--- src/core/ufc_params.svh ---
// constants for the uart fifo control block
`ifndef UFC_PARAMS_SVH
`define UFC_PARAMS_SVH
`define UFC_ADDR_W 3
`define UFC_OFS_CTRL 3'h0
`define UFC_OFS_DATA 3'h1
`define UFC_OFS_RXFILL 3'h2
`define UFC_OFS_STAT 3'h3
`define UFC_OFS_MASK 3'h4
`define UFC_OFS_TXFILL 3'h5
`define UFC_BIT_EN 0
`define UFC_BIT_RXCLR 1
`define UFC_BIT_TXCLR 2
`define UFC_BIT_DMA 3
`define UFC_CTRL_RESET 8'h00
`define UFC_STAT_RESET 4'h0
`define UFC_MASK_RESET 4'h0
`define UFC_FIFO_DEPTH 16
`define UFC_TRIG_L0 5'h01
`define UFC_TRIG_L1 5'h04
`define UFC_TRIG_L2 5'h08
`define UFC_TRIG_L3 5'h0e
`define UFC_EV_RXTRIG 0
`define UFC_EV_TXSPACE 1
`define UFC_EV_TIMEOUT 2
`define UFC_EV_OVERRUN 3
`define UFC_EV_N 4
`endif

--- src/core/ufc_pkg.sv ---
// types for the uart fifo control block
package ufc_pkg;
   typedef enum logic [1:0]
   {
      UFC_RXB_IDLE = 2'b01,
      UFC_RXB_HELD = 2'b10
   } ufc_rxb_t;
   typedef logic [7:0] ufc_byte_t;
endpackage : ufc_pkg

--- src/core/ufc_fifo_if.sv ---
// signals between the control logic and one byte queue
`timescale 1ns/1ps
interface ufc_fifo_if #(parameter int DEPTH = 16);
   localparam int CW = $clog2(DEPTH) + 1;
   logic push;
   logic [7:0] push_data;
   logic pop;
   logic [7:0] rdata;
   logic flush;
   logic [CW-1:0] cap;
   logic [CW-1:0] count;
   logic full;
   logic empty;
   modport ctrl (output push, push_data, pop, flush, cap, input rdata, count, full, empty);
   modport store (input push, push_data, pop, flush, cap, output rdata, count, full, empty);
endinterface : ufc_fifo_if

--- src/core/ufc_fifo.sv ---
// byte queue with flush and a run-time capacity limit
`timescale 1ns/1ps
module ufc_fifo
   import ufc_pkg::*;
#(
   parameter int DEPTH = 16
)
(
   input wire logic sys_clk,
   input wire logic resetn,
   input wire logic clk_en,
   ufc_fifo_if.store q
);
   localparam int AW = $clog2(DEPTH);
   localparam int CW = AW + 1;
   generate
      if (DEPTH < 2 || (1 << AW) != DEPTH)
      begin : g_bad_depth
         $error("ufc_fifo depth must be a power of two of at least two");
      end
   endgenerate
   ufc_byte_t mem [DEPTH];
   logic [AW-1:0] wr_ptr_r, wr_ptr_nxt, rd_ptr_r, rd_ptr_nxt;
   logic [CW-1:0] count_r, count_nxt;
   logic push_ok, pop_ok;
   assign q.full = (count_r >= q.cap);
   assign q.empty = (count_r == '0);
   assign q.count = count_r;
   assign q.rdata = mem[rd_ptr_r];
   assign push_ok = q.push && !q.full && !q.flush;
   assign pop_ok = q.pop && !q.empty && !q.flush;
   always_comb
   begin
      wr_ptr_nxt = wr_ptr_r;
      rd_ptr_nxt = rd_ptr_r;
      count_nxt = count_r;
      if (q.flush)
      begin
         wr_ptr_nxt = '0;
         rd_ptr_nxt = '0;
         count_nxt = '0;
      end
      else
      begin
         if (push_ok)
            wr_ptr_nxt = wr_ptr_r + AW'(1);
         if (pop_ok)
            rd_ptr_nxt = rd_ptr_r + AW'(1);
         if (push_ok && !pop_ok)
            count_nxt = count_r + CW'(1);
         else if (pop_ok && !push_ok)
            count_nxt = count_r - CW'(1);
      end
   end
   always_ff @(posedge sys_clk or negedge resetn)
   begin
      if (!resetn)
      begin
         wr_ptr_r <= '0;
         rd_ptr_r <= '0;
         count_r <= '0;
      end
      else if (clk_en)
      begin
         wr_ptr_r <= wr_ptr_nxt;
         rd_ptr_r <= rd_ptr_nxt;
         count_r <= count_nxt;
      end
   end
   always_ff @(posedge sys_clk)
   begin
      if (clk_en && push_ok)
         mem[wr_ptr_r] <= q.push_data;
   end
endmodule : ufc_fifo

--- src/core/ufc_top.sv ---
// fifo control, dma ready pins and event flags of one uart channel
`timescale 1ns/1ps
`include "ufc_params.svh"
module ufc_top
   import ufc_pkg::*;
#(
   parameter int DEPTH = `UFC_FIFO_DEPTH
)
(
   input wire logic sys_clk,
   input wire logic resetn,
   input wire logic clk_en,
   input wire logic [`UFC_ADDR_W-1:0] reg_addr,
   input wire logic [7:0] reg_wdata,
   input wire logic reg_wr,
   input wire logic reg_rd,
   output logic [7:0] reg_rdata,
   input wire logic tx_take,
   output logic [7:0] tx_char,
   output logic tx_char_valid,
   input wire logic rx_load,
   input wire logic [7:0] rx_char,
   input wire logic rx_timeout,
   output logic rx_room,
   output logic tx_ready_pin_n,
   output logic rx_ready_pin_n,
   output logic rx_data_int,
   output logic tx_int,
   output logic irq
);
   localparam int CW = $clog2(DEPTH) + 1;
   generate
      if (DEPTH < 14)
      begin : g_bad_depth
         $error("ufc_top depth must hold the highest trigger level");
      end
   endgenerate

   function automatic logic [4:0] ufc_level(input logic [1:0] sel);
      logic [4:0] lv;
      lv = `UFC_TRIG_L0;
      unique case (sel)
         2'b00: lv = `UFC_TRIG_L0;
         2'b01: lv = `UFC_TRIG_L1;
         2'b10: lv = `UFC_TRIG_L2;
         2'b11: lv = `UFC_TRIG_L3;
      endcase
      return lv;
   endfunction : ufc_level

   ufc_fifo_if #(.DEPTH(DEPTH)) tx_q ();
   ufc_fifo_if #(.DEPTH(DEPTH)) rx_q ();

   ufc_fifo #(.DEPTH(DEPTH)) u_tx_fifo
   (
      .sys_clk(sys_clk),
      .resetn(resetn),
      .clk_en(clk_en),
      .q(tx_q)
   );
   ufc_fifo #(.DEPTH(DEPTH)) u_rx_fifo
   (
      .sys_clk(sys_clk),
      .resetn(resetn),
      .clk_en(clk_en),
      .q(rx_q)
   );

   logic [7:0] fifo_control_reg, ctrl_nxt;
   logic [`UFC_EV_N-1:0] stat_r, stat_nxt, mask_r, mask_nxt, ev;
   logic [7:0] rdata_r, rdata_nxt;
   logic rx_int_r, tx_int_r;
   ufc_rxb_t rxb_r, rxb_nxt;
   logic wr_ctrl, fifo_enable_bit, dma_mode_select, mode1;
   logic [1:0] rx_trigger_select;
   logic [4:0] receive_threshold;
   logic [CW-1:0] lvl;
   logic rx_lvl_hit, rx_push_ok;

   assign wr_ctrl = reg_wr && (reg_addr == `UFC_OFS_CTRL);
   assign fifo_enable_bit = fifo_control_reg[`UFC_BIT_EN];
   assign dma_mode_select = fifo_control_reg[`UFC_BIT_DMA];
   assign rx_trigger_select = fifo_control_reg[7:6];
   assign receive_threshold = ufc_level(rx_trigger_select);
   assign lvl = CW'(receive_threshold);
   assign mode1 = fifo_enable_bit && dma_mode_select;

   // queue wiring; with fifos off each queue acts as a one-byte holding register
   assign tx_q.cap = fifo_enable_bit ? CW'(DEPTH) : CW'(1);
   assign rx_q.cap = fifo_enable_bit ? CW'(DEPTH) : CW'(1);
   assign tx_q.push = reg_wr && (reg_addr == `UFC_OFS_DATA);
   assign tx_q.push_data = reg_wdata;
   assign tx_q.pop = tx_take;
   assign tx_q.flush = fifo_control_reg[`UFC_BIT_TXCLR];
   assign rx_q.push = rx_load;
   assign rx_q.push_data = rx_char;
   assign rx_q.pop = reg_rd && (reg_addr == `UFC_OFS_DATA);
   assign rx_q.flush = fifo_control_reg[`UFC_BIT_RXCLR];
   assign rx_push_ok = rx_load && !rx_q.full && !rx_q.flush;
   assign tx_char = tx_q.rdata;
   assign tx_char_valid = !tx_q.empty;
   assign rx_room = !rx_q.full;
   assign rx_lvl_hit = fifo_enable_bit && (rx_q.count == lvl);

   // control register: clear bits last one cycle, writes gated by enable
   always_comb
   begin
      ctrl_nxt = fifo_control_reg;
      ctrl_nxt[`UFC_BIT_TXCLR] = 1'b0;
      ctrl_nxt[`UFC_BIT_RXCLR] = 1'b0;
      if (wr_ctrl)
      begin
         if (reg_wdata[`UFC_BIT_EN])
            ctrl_nxt = {reg_wdata[7:6], 2'b00, reg_wdata[3:1], 1'b1};
         else
            ctrl_nxt[`UFC_BIT_EN] = 1'b0;
      end
   end

   // sticky event flags, set wins over a write-one clear
   always_comb
   begin
      ev = '0;
      ev[`UFC_EV_RXTRIG] = rx_data_int && !rx_int_r;
      ev[`UFC_EV_TXSPACE] = tx_int && !tx_int_r;
      ev[`UFC_EV_TIMEOUT] = rx_timeout;
      ev[`UFC_EV_OVERRUN] = rx_load && !rx_push_ok;
      stat_nxt = stat_r;
      mask_nxt = mask_r;
      if (reg_wr && (reg_addr == `UFC_OFS_STAT))
         stat_nxt = stat_r & ~reg_wdata[`UFC_EV_N-1:0];
      if (reg_wr && (reg_addr == `UFC_OFS_MASK))
         mask_nxt = reg_wdata[`UFC_EV_N-1:0];
      stat_nxt = stat_nxt | ev;
   end

   // mode 1 receive-ready hold
   always_comb
   begin
      rxb_nxt = rxb_r;
      if (!mode1)
         rxb_nxt = UFC_RXB_IDLE;
      else
      begin
         unique case (rxb_r)
            UFC_RXB_IDLE:
               if (rx_lvl_hit || rx_timeout)
                  rxb_nxt = UFC_RXB_HELD;
            UFC_RXB_HELD:
               if (rx_q.empty && !rx_timeout)
                  rxb_nxt = UFC_RXB_IDLE;
            default:
               rxb_nxt = UFC_RXB_IDLE;
         endcase
      end
   end

   // read data valid only in the cycle after the strobe
   always_comb
   begin
      rdata_nxt = 8'h00;
      if (reg_rd)
      begin
         unique case (reg_addr)
            `UFC_OFS_CTRL: rdata_nxt = fifo_control_reg;
            `UFC_OFS_DATA: rdata_nxt = rx_q.rdata;
            `UFC_OFS_RXFILL: rdata_nxt = 8'(rx_q.count);
            `UFC_OFS_STAT: rdata_nxt = 8'(stat_r);
            `UFC_OFS_MASK: rdata_nxt = 8'(mask_r);
            `UFC_OFS_TXFILL: rdata_nxt = 8'(tx_q.count);
            default: rdata_nxt = 8'h00;
         endcase
      end
   end

   always_ff @(posedge sys_clk or negedge resetn)
   begin
      if (!resetn)
      begin
         fifo_control_reg <= `UFC_CTRL_RESET;
         stat_r <= `UFC_STAT_RESET;
         mask_r <= `UFC_MASK_RESET;
         rdata_r <= 8'h00;
         rx_int_r <= 1'b0;
         tx_int_r <= 1'b0;
         rxb_r <= UFC_RXB_IDLE;
      end
      else if (clk_en)
      begin
         fifo_control_reg <= ctrl_nxt;
         stat_r <= stat_nxt;
         mask_r <= mask_nxt;
         rdata_r <= rdata_nxt;
         rx_int_r <= rx_data_int;
         tx_int_r <= tx_int;
         rxb_r <= rxb_nxt;
      end
   end

   assign reg_rdata = rdata_r;
   assign irq = |(stat_r & mask_r);
   // mode 0 pins follow holding state, mode 1 pins follow block state
   assign tx_ready_pin_n = mode1 ? tx_q.full : !tx_q.empty;
   assign rx_ready_pin_n = mode1 ? (rxb_r != UFC_RXB_HELD) : rx_q.empty;
   assign rx_data_int = fifo_enable_bit ? (rx_q.count >= lvl) : !rx_q.empty;
   assign tx_int = mode1 ? !tx_q.full : tx_q.empty;
endmodule : ufc_top

--- config.mk ---
export PLATFORM = sky130hd
export DESIGN_NAME = ufc_top
export DESIGN_NICKNAME = d
export VERILOG_FILES = /design/src/core/ufc_pkg.sv /design/src/core/ufc_fifo_if.sv /design/src/core/ufc_fifo.sv /design/src/core/ufc_top.sv
export VERILOG_INCLUDE_DIRS = /design/src /design/src/core
export SDC_FILE = /design/constraint.sdc
export NUM_CORES = 1
export LEC_CHECK = 0
export ABC_AREA = 1
export BUFFER_PORTS_ARGS = -buffer_cell sky130_fd_sc_hd__buf_2
export CAP_MARGIN = 20
export CORE_MARGIN = 5
export CORE_UTILIZATION = 56
export CTS_CLUSTER_DIAMETER = 60
export DETAILED_ROUTE_END_ITERATION = 12
export PLACE_DENSITY = 0.74
export SETUP_SLACK_MARGIN = 0.1
export SKIP_LAST_GASP = 1
export SYNTH_ARGS = -nofsm -noshare
export SYNTH_HDL_FRONTEND = slang
export SYNTH_SLANG_ARGS = --single-unit
--- constraint.sdc ---
create_clock -name sys_clk -period 2.4 [get_ports sys_clk]
set_input_delay 0.6 -clock sys_clk [delete_from_list [all_inputs] [get_ports sys_clk]]
set_output_delay 0.6 -clock sys_clk [all_outputs]
set_load 0.01 [all_outputs]
==> Flow_metrics.wiki <==
{| class="wikitable"
! Metric !! Value
|-
| Synthesized area per cell || 11.1 sq um
|-
| Worst setup skew after layout || 0.0118 ns
|-
| Detailed-route wire length per cell || 20.3 um
|-
| Reported leakage power || about 6.4 nW
|-
| Met2 Resource Use GR || 42.5%
|-
| Highest-count cells in the layout ignoring fill and taps || edfxtp_1, nand2_1, nor2_1, o21ai_0, buf_4
|-
| Buffers added on ports || 49
|-
| Area of the die || between 20000 and 30000 sq um
|-
| Clock buffer count from CTS || 31
|-
| Antenna violations before repair || 0
|-
| Maximum clock frequency || around 370 MHz
|-
| Layer with the highest usage || met2
|-
| Global-route wire length before repair || 52000 um
|-
| Slew at the pin with the worst max-slew slack || around 0.7 ns
|-
| Total inserted antenna cells || 0
|-
| Critical path startpoint category || flip-flop
|-
| Synthesized Nets || roughly 1300
|-
| Final core utilization || 70.4%
|-
| Width of the die || approximately 160 um
|-
| Number of synthesized register bits || 308
|-
| Result of the run || complete, but fails checks
|-
| Routed via count divided by cell count || 5.79
|-
| Combined area of all synthesized cells || roughly 13000 sq um
|-
| Count of distinct cell types in the synthesized netlist || 43
|-
| Data required time of the worst path || about 1.8 ns
|-
| RSZ-0062 raised after global routing || yes
|-
| Clock Pin Slew Worst Setup and Hold Paths || 0.07 ns
|-
| Deepest level of the CTS H-tree || 1
|-
| Vias || between 9000 and 10000
|-
| # clock sinks || 308
|-
| Headroom to the max-slew limit || roughly 53%
|-
| Pre-antenna DRT Iters || 5
|-
| I/O pin count || 50
|-
| Minimum setup slack among reg-to-reg paths || approximately 0.010 ns
|-
| Hold buffer count at CTS || 0
|-
| Most frequent standard cell in the layout excluding fill and tap cells || edfxtp_1
|-
| Initial Util || 56.9%
|-
| Pin count of the biggest net entering global routing || 53
|-
| Met3 GRT Util || 3.27%
|-
| Instance count of the mapped netlist || 1202
|-
| Total of warnings raised by yosys || 0
|-
| Fraction of synthesis flops using an asynchronous set or reset pin || 16.9%
|-
| Kind of critical path || flip-flop to output pin
|-
| Worst slack on hold paths || 0.157 ns
|-
| CTS tree || done
|-
| Crit. End Element || output pin
|-
| DRC violation total after the first TritonRoute iteration || 1000
|-
| Clock Latency Late Sink || 0.56 ns
|-
| Final critical-path setup slack || -0.322 ns
|-
| Die height || 165 um
|-
| Vias in the first global route || 9582
|-
| Class of the worst hold path || input port to asynchronous set/reset pin
|-
| DP Area || 14400 sq um
|-
| Sum of internal, switching and leakage power || roughly 19 mW
|-
| HPWL after DPL || approximately 21000 um
|-
| Post-layout instance area || 16600 sq um
|-
| Final setup viols || 12
|-
| Number of cells in the finished layout apart from fillers || 1701
|-
| Total number of nets in the final design || 1412
|-
| Floorplan core area || 23500 sq um
|-
| Met1 track demand over resource in global routing || ~34%
|-
| Clock buffer depth || 3
|-
| Final routed DRC violation total || 0
|-
| Total routing resource utilization after global routing || about a quarter
|-
| Peak VDD IR || 0.768 mV
|-
| Max-slew violation total from the final report || 0
|-
| Worst Path Max Fanout || 12
|-
| Placed Cells || 1601
|-
| Fraction of layout cells with a size suffix above 1 || 24.8%
|-
| Synth Flop Type || edfxtp_1
|-
| Number of violations of the max-capacitance limit || 0
|-
| GRT Residual Overflow || 0
|-
| Area growth from synthesis to final layout || 23.6%
|-
| Power Dens Cells || 1140 nW/um^2
|-
| Number of flops mapped to enable cells by yosys || about 260
|-
| Root Driver || clkbuf_16
|-
| Number of cell rows || 56
|-
| Arrival time reported for the critical path endpoint || 2.12 ns
|-
| Sequential share of the synthesized area || 67.1%
|-
| Hold Fails Final Rpt || 0
|-
| Global placement routability congestion || 0.873
|-
| Violations in the final reports || setup timing
|-
| Total length of routed wires || 34500 um
|-
| Post-route minimum period || between 2 and 3 ns
|-
| Share of the clock period used by the worst path after layout || 113%
|-
| Post-route antenna net violation count || 0
|}
[kinds of logic (layout without fill, tap and decap cells)]
kind of cell / after synthesis / after routing / share of synthesized area, %
DFF: 308 / 308 / 67.1
buffers and inverters: 115 / 295 / 3.84
xor gates and xnor gates: 9 / 9 / 0.588
and+or+nand+nor: 510 / 510 / 15.9
AOI/OAI and AO/OA: 232 / 232 / 9.81
adders and majority gates: 28 / 28 / 2.73
[worst paths after layout]
check | from | endpoint | cells past startpoint
worst min register to register | reg_rdata[4] | reg_rdata[4] | 2
min in group sys_clk | rx_timeout | stat_r[2] | 3
worst max register to register | fifo_control_reg[0] | u_rx_fifo.q.count[4] | 17
max in group asynchronous | resetn | u_tx_fifo.rd_ptr_r[2] | 2
worst max-delay path | u_tx_fifo.rd_ptr_r[1] | tx_char[1] | 7
worst min-delay path | resetn | rxb_r[1] | 2
[critical path: stages (launching register included)]
cell	delay, ns
dfrtp_2	0.45
clkinv_2	0.08
buf_6	0.16
o21ai_0	0.10
o221ai_1	0.29
nand4_1	0.24
nand2_1	0.12
buf_2	0.13
[where the power goes]
part / switching (mW) / internal, mW
logic: 4.45 / 2.97
clock network: 2.01 / 2.91
registers: 0.400 / 6.16
total: 6.86 / 12.0
[synthesized netlist by cell type, types with 7 or more instances]
cell,number,share of area (%)
o21ai_0,113,4.2
buf_2,18,0.67
nand2_1,209,5.9
ha_1,26,2.4
a221oi_1,8,0.52
o22ai_1,14,0.65
dfrtp_1,51,9.5
nand3_1,81,3.0
clkbuf_1,16,0.45
inv_1,59,1.7
o221ai_1,7,0.46
nor2_1,188,5.3
a21oi_1,28,1.0
nand4_1,9,0.42
edfxtp_1,256,57
inv_2,7,0.20
o21ai_1,35,1.3
xor2_1,9,0.59
o211ai_1,12,0.67
[through the flow]
step	setup TNS [ns]	setup WS [ns]
floorplan	0	0.112
global route	-3.93	-0.345
finish	-2.78	-0.322
CTS	-2.57	-0.262
detailed placement	-0.0337	-0.0337
global placement	0	0.00693
[area by class of cell]
class	instances	area, sq um
clock buffers	35	791
clock inverters	23	251
fillers	1582	6980
inverters	68	270
multi-input cells	779	4410
flip-flops and latches	308	9000
well taps	319	399
repair buffers	169	1440
[metal layers]
metal / routed length (um) / up-vias / share of wire [%]
li1: - / 4548 / -
met1: 13900 / 4829 / 40
met2: 17400 / 420 / 50
met3: 2350 / 55 / 6.8
met4: 794 / 0 / 2.3
met5: 0 / - / 0
[what timing repair did]
item / in CTS / in global routing
setup buffers: 24 / 14
resized for setup: 101 / 85
pin swaps: 33 / 21
cloned: 4 / 0
endpoints found under the setup margin: 143 / 273
(Power assumes the default switching activity.)
